### src/verilog/strap_pkg.sv
// Constants for the reset and test-strap sampler
`default_nettype none
package strap_pkg;
   // ==========================================
   // Timing
   localparam int   CLOCK_PERIOD_PS   = 100000;
   localparam int   SAMPLE_DELAY_PS   = 1500000;
   localparam int   SAMPLE_CYCLES     = (SAMPLE_DELAY_PS + CLOCK_PERIOD_PS - 1) / CLOCK_PERIOD_PS;
   localparam int   COUNT_WIDTH       = 5;
   localparam int   STRAP_WIDTH       = 8;
   // ==========================================
   // Reset values
   localparam logic [7:0] STRAP_RESET = 8'h00;
   localparam logic [7:0] TEST_OUT_RESET = 8'h00;
   // ==========================================
   // Sequencer states
   typedef enum logic [1:0] {
      st_wait_sample = 2'b00,
      st_drive       = 2'b01
   } seq_state_type;
endpackage
`default_nettype wire

### src/verilog/reset_and_test_strap_sampler.sv
// Power-on reset handling and test-strap sampling
`timescale 1ns/1ps
`default_nettype none
module reset_and_test_strap_sampler #(
   parameter int SAMPLE_CYCLES = strap_pkg::SAMPLE_CYCLES
) (
   input  wire logic       clock,
   input  wire logic       rst_n,
   input  wire logic       scan_port_reset_n,
   input  wire logic [7:0] strap_in,
   input  wire logic [7:0] test_data,
   output var  logic [7:0] strap_out,
   output var  logic [7:0] strap_oe_n,
   output var  logic [7:0] test_mode_select,
   output var  logic       test_mode_active,
   output var  logic       config_start,
   output var  logic       controller_reset_n,
   output var  logic       scan_reset_seen
);
   import strap_pkg::*;

   // ==========================================
   // Reset release
   // Async assert, sync release; whole controller held while pin low
   logic [1:0] reset_pipe;
   logic       reset_int_n;

   always_ff @(posedge clock or negedge rst_n) begin
      if (!rst_n) begin
         reset_pipe <= 2'b00;
      end else begin
         reset_pipe <= {reset_pipe[0], 1'b1};
      end
   end
   assign reset_int_n = reset_pipe[1];

   // ==========================================
   // Strap and scan reset synchronisers
   logic [7:0] strap_sync_q;
   strap_sync #(.WIDTH(STRAP_WIDTH)) u_sync (
      .clock    (clock),
      .reset_n  (reset_int_n),
      .async_in (strap_in),
      .sync_out (strap_sync_q)
   );

   logic [1:0] scan_pipe;
   always_ff @(posedge clock or negedge reset_int_n) begin
      if (!reset_int_n) begin
         scan_pipe <= 2'b00;
      end else begin
         scan_pipe <= {scan_pipe[0], scan_port_reset_n};
      end
   end

   // Flag only: the far side must keep this low, we just report a violation
   always_ff @(posedge clock or negedge reset_int_n) begin
      if (!reset_int_n) begin
         scan_reset_seen <= 1'b0;
      end else if (scan_pipe[1]) begin
         scan_reset_seen <= 1'b1;
      end
   end

   // ==========================================
   // Sequencer
   seq_state_type          state;
   logic [COUNT_WIDTH-1:0] count;
   logic                   sample_now;

   // Synchroniser latency is inside the delay budget, so the sample sees pins as at about 1.3 us
   assign sample_now = (state == st_wait_sample) && (count == COUNT_WIDTH'(SAMPLE_CYCLES - 1));

   always_ff @(posedge clock or negedge reset_int_n) begin
      if (!reset_int_n) begin
         state <= st_wait_sample;
         count <= '0;
      end else begin
         case (state)
            st_wait_sample: begin
               if (sample_now) begin
                  state <= st_drive;
               end else begin
                  count <= count + COUNT_WIDTH'(1);
               end
            end
            st_drive: begin
               state <= st_drive;
            end
            default: begin
               state <= st_wait_sample;
            end
         endcase
      end
   end

   // Self-configuration kick, one pulse on the first cycle after release
   logic started;
   always_ff @(posedge clock or negedge reset_int_n) begin
      if (!reset_int_n) begin
         started      <= 1'b0;
         config_start <= 1'b0;
      end else begin
         started      <= 1'b1;
         config_start <= !started;
      end
   end

   always_ff @(posedge clock or negedge reset_int_n) begin
      if (!reset_int_n) begin
         controller_reset_n <= 1'b0;
      end else begin
         controller_reset_n <= 1'b1;
      end
   end

   // ==========================================
   // Latched test-mode selection
   always_ff @(posedge clock or negedge reset_int_n) begin
      if (!reset_int_n) begin
         test_mode_select <= STRAP_RESET;
         test_mode_active <= 1'b0;
      end else if (sample_now) begin
         test_mode_select <= strap_sync_q;
         test_mode_active <= |strap_sync_q;
      end
   end

   // ==========================================
   // Pin turnaround
   always_ff @(posedge clock or negedge reset_int_n) begin
      if (!reset_int_n) begin
         strap_oe_n <= 8'hff;
         strap_out  <= TEST_OUT_RESET;
      end else if (state == st_drive || sample_now) begin
         strap_oe_n <= 8'h00;
         strap_out  <= test_data;
      end
   end

   // ==========================================
   // Checks
   // All checks drop out with the internal reset, so a mid-run power cycle never trips them
   chk_float_during_wait: assert property (@(posedge clock) disable iff (!reset_int_n)
      (state == st_wait_sample) |-> (strap_oe_n == 8'hff))
      else $error("strap pins driven before sample");

   chk_drive_after_sample: assert property (@(posedge clock) disable iff (!reset_int_n)
      sample_now |=> (strap_oe_n == 8'h00) && (state == st_drive))
      else $error("strap pins not driven after sample");

   chk_sample_capture: assert property (@(posedge clock) disable iff (!reset_int_n)
      sample_now |=> (test_mode_select == $past(strap_sync_q)))
      else $error("strap sample not captured");

   chk_select_stable: assert property (@(posedge clock) disable iff (!reset_int_n)
      (state == st_drive) |=> $stable(test_mode_select))
      else $error("test mode selection changed");

   chk_test_mode_flag: assert property (@(posedge clock) disable iff (!reset_int_n)
      (state == st_drive) |-> (test_mode_active == (|test_mode_select)))
      else $error("test mode flag mismatch");

   chk_config_pulse: assert property (@(posedge clock) disable iff (!reset_int_n)
      config_start |=> !config_start && controller_reset_n)
      else $error("config start not a single pulse");

   chk_controller_released: assert property (@(posedge clock) disable iff (!reset_int_n)
      (state == st_drive) |-> controller_reset_n)
      else $error("controller still in reset");

   chk_quiet_until_start: assert property (@(posedge clock) disable iff (!reset_int_n)
      !started |-> !config_start && !test_mode_active)
      else $error("output active before start");

   chk_scan_flag: assert property (@(posedge clock) disable iff (!reset_int_n)
      scan_pipe[1] |=> scan_reset_seen)
      else $error("scan reset violation not flagged");

   // ==========================================
   // Pin, sequencer, selection, controller-reset and scan-flag invariants
   // The pins turn around as one group; a split enable would fight the pull resistors
   chk_float_until_start: assert property (@(posedge clock) disable iff (!reset_int_n)
      !started |-> (strap_oe_n == 8'hff))
      else $error("strap pins driven at release");

   chk_oe_uniform: assert property (@(posedge clock) disable iff (!reset_int_n)
      (strap_oe_n == 8'hff) || (strap_oe_n == 8'h00))
      else $error("strap enables split");

   chk_out_quiet_wait: assert property (@(posedge clock) disable iff (!reset_int_n)
      (state == st_wait_sample) |-> (strap_out == TEST_OUT_RESET))
      else $error("test output active before sample");

   chk_out_follows_data: assert property (@(posedge clock) disable iff (!reset_int_n)
      (state == st_drive) |=> (strap_out == $past(test_data)))
      else $error("test output not following data");

   chk_count_bounded: assert property (@(posedge clock) disable iff (!reset_int_n)
      (state == st_wait_sample) |-> (count <= COUNT_WIDTH'(SAMPLE_CYCLES - 1)))
      else $error("sample counter overran");

   chk_count_advance: assert property (@(posedge clock) disable iff (!reset_int_n)
      (state == st_wait_sample) && !sample_now |=> (count == $past(count) + COUNT_WIDTH'(1)))
      else $error("sample counter stalled");

   chk_drive_holds: assert property (@(posedge clock) disable iff (!reset_int_n)
      (state == st_drive) |=> (state == st_drive))
      else $error("sequencer left drive state");

   chk_single_sample: assert property (@(posedge clock) disable iff (!reset_int_n)
      (state == st_drive) |-> !sample_now)
      else $error("strap pins sampled twice");

   chk_select_clear_wait: assert property (@(posedge clock) disable iff (!reset_int_n)
      (state == st_wait_sample) |-> (test_mode_select == STRAP_RESET) && !test_mode_active)
      else $error("selection set before sample");

   chk_controller_held: assert property (@(posedge clock) disable iff (!reset_int_n)
      !started |-> !controller_reset_n)
      else $error("controller released too early");

   chk_scan_flag_sticky: assert property (@(posedge clock) disable iff (!reset_int_n)
      scan_reset_seen |=> scan_reset_seen)
      else $error("scan reset flag lost");
endmodule
`default_nettype wire

### src/verilog/strap_sync.sv
// Two-flip-flop synchroniser for the strap pins
`timescale 1ns/1ps
`default_nettype none
module strap_sync #(
   parameter int WIDTH = 8
) (
   input  wire logic             clock,
   input  wire logic             reset_n,
   input  wire logic [WIDTH-1:0] async_in,
   output var  logic [WIDTH-1:0] sync_out
);
   logic [WIDTH-1:0] stage;

   always_ff @(posedge clock or negedge reset_n) begin
      if (!reset_n) begin
         stage    <= '0;
         sync_out <= '0;
      end else begin
         stage    <= async_in;
         sync_out <= stage;
      end
   end
endmodule
`default_nettype wire

### config.mk
export PLATFORM = sky130hd
export DESIGN_NAME = reset_and_test_strap_sampler
export DESIGN_NICKNAME = d
export VERILOG_FILES = /design/src/verilog/strap_pkg.sv /design/src/verilog/reset_and_test_strap_sampler.sv /design/src/verilog/strap_sync.sv
export SDC_FILE = /design/constraint.sdc
export NUM_CORES = 1
export LEC_CHECK = 0
export BUFFER_PORTS_ARGS = -buffer_cell sky130_fd_sc_hd__buf_2
export CELL_PAD_IN_SITES_DETAIL_PLACEMENT = 1
export CELL_PAD_IN_SITES_GLOBAL_PLACEMENT = 1
export CORE_ASPECT_RATIO = 0.8
export CORE_MARGIN = 4
export CORE_UTILIZATION = 40
export CTS_CLUSTER_DIAMETER = 100
export CTS_CLUSTER_SIZE = 25
export DETAILED_ROUTE_END_ITERATION = 12
export GPL_TIMING_DRIVEN = 1
export PLACE_DENSITY_LB_ADDON = 0.25
export SYNTH_ARGS = -nofsm -noshare
export SYNTH_HDL_FRONTEND = slang
export SYNTH_SLANG_ARGS = --single-unit
### constraint.sdc
create_clock -name clock -period 1.9 [get_ports clock]
set_input_delay 0.19 -clock clock [delete_from_list [all_inputs] [get_ports clock]]
set_output_delay 0.19 -clock clock [all_outputs]
set_load 0.005 [all_outputs]
==> results of run 1 <==
-- final cells by class --
cell class | count | area (sq um)
Clock inverter | 2 | 60.1
Multi-Input combinational cell | 42 | 375
Inverter | 5 | 18.8
Clock buffer | 6 | 72.6
Timing Repair Buffer | 57 | 338
Sequential cell | 47 | 1180
Tap cell | 55 | 68.8
Fill cell | 421 | 1740
-- registers in the layout, indices dropped and copies added, names as in the netlist --
| register | flops |
|---|---|
| test_mode_select | 8 |
| test_mode_active | 1 |
| scan_pipe | 2 |
| strap_out | 8 |
| state | 1 |
| u_sync.stage | 8 |
| scan_reset_seen | 1 |
| config_start | 1 |
| controller_reset_n | 1 |
| u_sync.sync_out | 8 |
| count | 5 |
| strap_oe_n | 1 |
| reset_pipe | 2 |
-- kinds of logic after synthesis --
logic type | after synthesis | share of synthesized area, %
AO/OA/AOI/OAI | 4 | 1.38
XOR/XNOR | 1 | 0.539
adder cells (fa/ha/maj) | 2 | 1.54
buffers and inverters | 13 | 5.08
flip-flops | 47 | 72.4
multiplexers | 19 | 13.2
other | 1 | 0.231
AND/OR/NAND/NOR | 14 | 5.69
-- worst paths after layout --
| path | to | cells after the start | start |
|---|---|---|---|
| setup reg to reg | test_mode_select[4] | 5 | count[0] |
| min in group asynchronous | reset_pipe[0] | 2 | rst_n |
| setup / recovery | test_mode_select[4] | 5 | count[0] |
| max in group asynchronous | strap_oe_n[6] | 1 | reset_pipe[1] |
| hold reg to reg | u_sync.sync_out[0] | 1 | reset_pipe[1] |
| hold / removal | strap_out[7] | 2 | test_data[7] |
-- stage by stage --
stage,hold WS (ps),cells
2_1_floorplan,-106,102
3_3_place_gp,-24.7,196
3_5_place_dp,-23.7,196
4_1_cts,116,214
5_1_grt,109,214
6_report,124,214
-- report_power, final --
group / total [mW] / switching [mW] / internal (mW)
Combinational: 0.0944 / 0.0411 / 0.0533
Clock: 0.841 / 0.315 / 0.526
Sequential: 1.06 / 0.0185 / 1.04
-- metal layers --
layer  vias up  track usage [%]
li1        446                -
met1       462             15.3
met2        40             21.5
met3         0             6.67
met4         0             3.22
met5         -                0
-- placed cells by master (no fill, tap or decap), drive strengths merged --
master / instances
buf: 47
dfrtp: 46
mux2: 19
dlygate4sd3: 10
clkbuf: 6
inv: 5
nand3: 2
a21oi: 2
nor4: 2
ha: 2
bufinv: 2
conb: 2
nor2: 2
nand4b: 1
and2: 1
o21ai: 1
nand4: 1
nor2b: 1
nand3b: 1
o21a: 1
xnor2: 1
and3: 1
or2: 1
nand2: 1
dfstp: 1
-- what timing repair did --
action                     CTS  global route
gates resized for setup      0             1
hold buffers                10             0
setup endpoints to repair    0             8
hold endpoints to repair    11             0
==> flow_summary.ini, run 1 <==
[drt]
dr_wl_met2_um = 1420
wl_per_cell_um = 13.8
vias = 948
finalWirelength_um = 2950
viasPerCell = 4.43
wl_met3_um = 249
ant_nets = 0
highest_layer = met3
met1Wirelength_um = 1290
firstDrtPassIters = 3
drc_errors = 0
drt_iter0_drc = 27

[layout]
final_util_pct = 54.8
layout.nets = 179
area.growth.synth_to_final_pct = 29.8
fin_area_sq_um = 2110
drive_gt1_share_pct = 49.7
antennaDiodeCount = 0

[setup_path]
path_delay_family = simple AND/OR/NAND/NOR gates
cp_data_required_time_ps = 2080
crit_fanout = 9
slowest_delay_ps = 400
crit_slowest_cell = dfrtp_1
start_kind = flop
arrival_ps = 1860
rrSetupSlack_ps = 210
crit_chain = inv_1, ha_1, nand4b_2, nor2_4, mux2_2
crit_buf_inv = 1
end_kind = flop
worstSetupPathType = flop to flop

[synthesis]
synth.most_common_cell = dfrtp_1
synth_area_sq_um = 1630
yosysSeqAreaShare_pct = 72.4
synth_ff_type = dfrtp_1
syn_inst = 101
synth_warnings = 0
synth-async-reset-ratio_pct = 100
yosysTopAreaCellShare_pct = 70.8
ys_seq_elements = 47
synth.area.top_cells = dfrtp_1 71%, mux2_2 13%, buf_4 3.2%, dfstp_2 1.6%, ha_1 1.5%
avgSynthCellArea_sq_um = 16.1
synth_top_cell_by_area = dfrtp_1
synth.distinct_cells = 24
synth_edf_count = 0
netlist_top_cells_count = 46 x dfrtp_1, 19 x mux2_2, 7 x buf_4

[global_routing]
grt_pass1_wl_um = 5030
grt_pass1_vias = 1047
antenna_found_initial = 0
grtUsageTotal_pct = 13.1
grt_max_degree = 46
grt-ovfl-total = 0

[clock_tree]
clk_pin_slew_worst_paths_ps = 80
cts-root-buf = clkbuf_8
clk_latency_ps = 290
numCtsBuffers = 5
post-cts-setup-buffers = 0
clock_sinks = 47
cts_tree = built
cts_max_level = 2
clock_path_buffers = 2

[die]
rows = 20
start_util_pct = 42.2
die_y_um = 65.0
die_w_um = 79.3
ioPinCount = 47
core_area_sq_um = 3850
die_area_sq_um = 5160

[hold_path]
hp-class = input port to flop

[sta]
finalCritPeriodShare_pct = 88.8
setup_viol = 0
slew_headroom_pct = 64.6
rsz0062_at_grt = false
final.setup_skew_ps = 6.37
min_period_ps = 1690
fin_ws_ps = 212
final_max_slew_viol_count = 0
max_freq_mhz = 592
tns_ps = 0
final_hold_viol_count = 0
tightest_slew_ps = 531

[pwr]
ir_drop_uv = 485
leakage_nw = 0.989
finalPower_mw = 1.99
pwr_density_cell_nw_per_um2 = 944

[placed_design]
dp_hpwl_um = 2030
dpl_cell_area_sq_um = 1870
dp_slack_ps = 79.9
gp_congestion = 0.768
io_buffers = 46

[status]
status = finished, final reports clean

[flow_run]
maxCapViolations = 0
No activity file was read; power rests on OpenSTA's default activity.
==> inputs of run 2 (changes only) <==
- ABC_AREA: unset -> 1
- CORE_UTILIZATION: 40 -> 38
==> run 2 against run 1 <==
  * Non-clock buffer count stayed put
  * Register-to-register slack gained 240 ps
  * Flip-flop and latch count stayed put
  * Largest cell class unchanged
  * Sequential share of layout area is 1.1 points lower
  * Maximum frequency rose by 17%
==> flow_summary.ini, run 2 <==
[global_routing]
grtUsageTotal_pct = 14.0
grt_max_degree = 20
grt-ovfl-total = 0
grt_pass1_wl_um = 6140
antenna_found_initial = 0
grt_pass1_vias = 1331

[synthesis]
synth_warnings = 0
yosysSeqAreaShare_pct = 68.7
synth-async-reset-ratio_pct = 100
synth.most_common_cell = nand2_1
synth_top_cell_by_area = dfrtp_1
avgSynthCellArea_sq_um = 10.4
synth.distinct_cells = 18
syn_inst = 164
synth_area_sq_um = 1710
synth_ff_type = dfrtp_1
synth_edf_count = 0
ys_seq_elements = 47
yosysTopAreaCellShare_pct = 67.2
synth.area.top_cells = dfrtp_1 67%, nand2_1 16%, buf_4 3.5%, inv_1 3.1%, dfstp_2 1.5%
netlist_top_cells_count = 73 x nand2_1, 46 x dfrtp_1, 14 x inv_1

[placed_design]
dpl_cell_area_sq_um = 1970
dp_hpwl_um = 2670
gp_congestion = 0.745
io_buffers = 46
dp_cells = 262

[status]
status = finished, final reports clean

[hold_path]
hp-class = input port to flop

[sta]
min_period_ps = 1450
rsz0062_at_grt = false
setup_viol = 0
final_hold_viol_count = 0
final_max_slew_viol_count = 0
max_freq_mhz = 692
tns_ps = 0
finalCritPeriodShare_pct = 76.1
final.setup_skew_ps = 6.66

[pwr]
ir_drop_uv = 461
finalPower_mw = 1.74
leakage_nw = 1.14
pwr_density_cell_nw_per_um2 = 808

[setup_path]
path_delay_family = simple AND/OR/NAND/NOR gates
cp_data_required_time_ps = 2130
crit_buf_inv = 1
start_kind = flop
crit_chain = inv_1, ha_1, nand4_1, nand2_1, nand2_1, nand2_1
worst_path_most_repeated_cell = nand2_1
worstSetupPathType = flop to flop
end_kind = flop
crit_slowest_cell = dfrtp_1
slowest_delay_ps = 410
arrival_ps = 1680
crit_fanout = 12

[die]
die_y_um = 68.1
die_area_sq_um = 5650
rows = 21
core_area_sq_um = 4260
die_w_um = 83.1
ioPinCount = 47
start_util_pct = 40.2

[layout]
drive_gt1_share_pct = 29.3
finalNonFillerCells = 279
layout.nets = 242
fin_area_sq_um = 2150
n_fill_cell = 515
multiInputGateArea_sq_um = 419
antennaDiodeCount = 0
final_common_cell = nand2_1
area.growth.synth_to_final_pct = 25.7
ff_latch_area_sq_um = 1180
layout_common_cells = 73 x nand2_1, 46 x buf_2, 45 x dfrtp_1

[drt]
drc_errors = 0
ant_nets = 0
drt_iter0_drc = 50
finalWirelength_um = 3440
viasPerCell = 4.31
wl_per_cell_um = 12.3
firstDrtPassIters = 4
vias = 1203

[clock_tree]
clock_path_buffers = 2
numCtsBuffers = 5
cts_resized = 0
cts_hold_buf = 9
cts_max_level = 2
clock_sinks = 47
cts-root-buf = clkbuf_8
clk_pin_slew_worst_paths_ps = 90
cts_tree = built
post-cts-setup-buffers = 0
clk_latency_ps = 290

[flow_run]
maxCapViolations = 0
-- run 2: changes by cell type after synthesis, moves of 2 or more --
cell     before  now
nand2_1       1   73
mux2_2       19    0
inv_1         5   14
nor2_1        1    7
inv_2         0    2
nor2_4        0    2
nor4_1        2    0
-- run 2: area by class of cell --
| cell class | instances | area share [%] |
|---|---|---|
| timing repair buffer | 57 | 15.6 |
| inverter | 16 | 2.79 |
| clock buffer | 6 | 3.37 |
| clock inverter | 2 | 0.755 |
| tap | 57 | 3.31 |
| sequential | 47 | 54.7 |
| multi-input combinational | 94 | 19.5 |
-- run 2: worst paths after layout --
path	startpoint	endpoint	slack, ps	cells past startpoint
max	count[0]	strap_out[4]	450	6
min	strap_in[4]	u_sync.stage[4]	10	1
max reg2reg	count[0]	strap_out[4]	450	6
min reg2reg	reset_pipe[1]	u_sync.stage[6]	130	0
max in group asynchronous	reset_pipe[1]	test_mode_select[5]	1250	1
min in group asynchronous	reset_pipe[1]	u_sync.stage[6]	130	0
-- run 2: worst reg2reg max path, stage by stage, from the launching register on --
cell	delay [ps]
dfrtp_1	410
inv_1	90
ha_1	160
nand4_1	150
nand2_1	340
nand2_1	130
nand2_1	110
-- run 2: cell families after synthesis --
kind of cell	count (synthesis)	share of synthesized area [%]
AOI/OAI and AO/OA	1	0.292
adders and majority gates	2	1.46
buffers and inverters	24	7.01
DFF	47	68.7
other	1	0.219
and+or+nand+nor	89	22.3
-- run 2: where the power goes --
part	switching, mW	internal (mW)	leakage [nW]
Clock	0.318	0.264	0.0418
Sequential	0.0225	1.04	0.533
Combinational	0.0446	0.0502	0.571
-- run 2: metal layers --
metal,vias up,track usage (%),part of all wire [%]
met5,-,0,0
met4,0,5.92,1.8
met3,7,4.57,5.1
met2,32,25.5,50
met1,574,15.5,43
li1,590,-,-
-- run 2: through the flow --
step	setup WS, ps	hold WS [ps]	utilization [%]
6_report	455	12.9	50.6
5_1_grt	270	2.22	50.6
4_1_cts	428	1.65	50.6
3_5_place_dp	456	-22.0	46.4
3_3_place_gp	600	-24.8	46.4
2_1_floorplan	497	-106	-
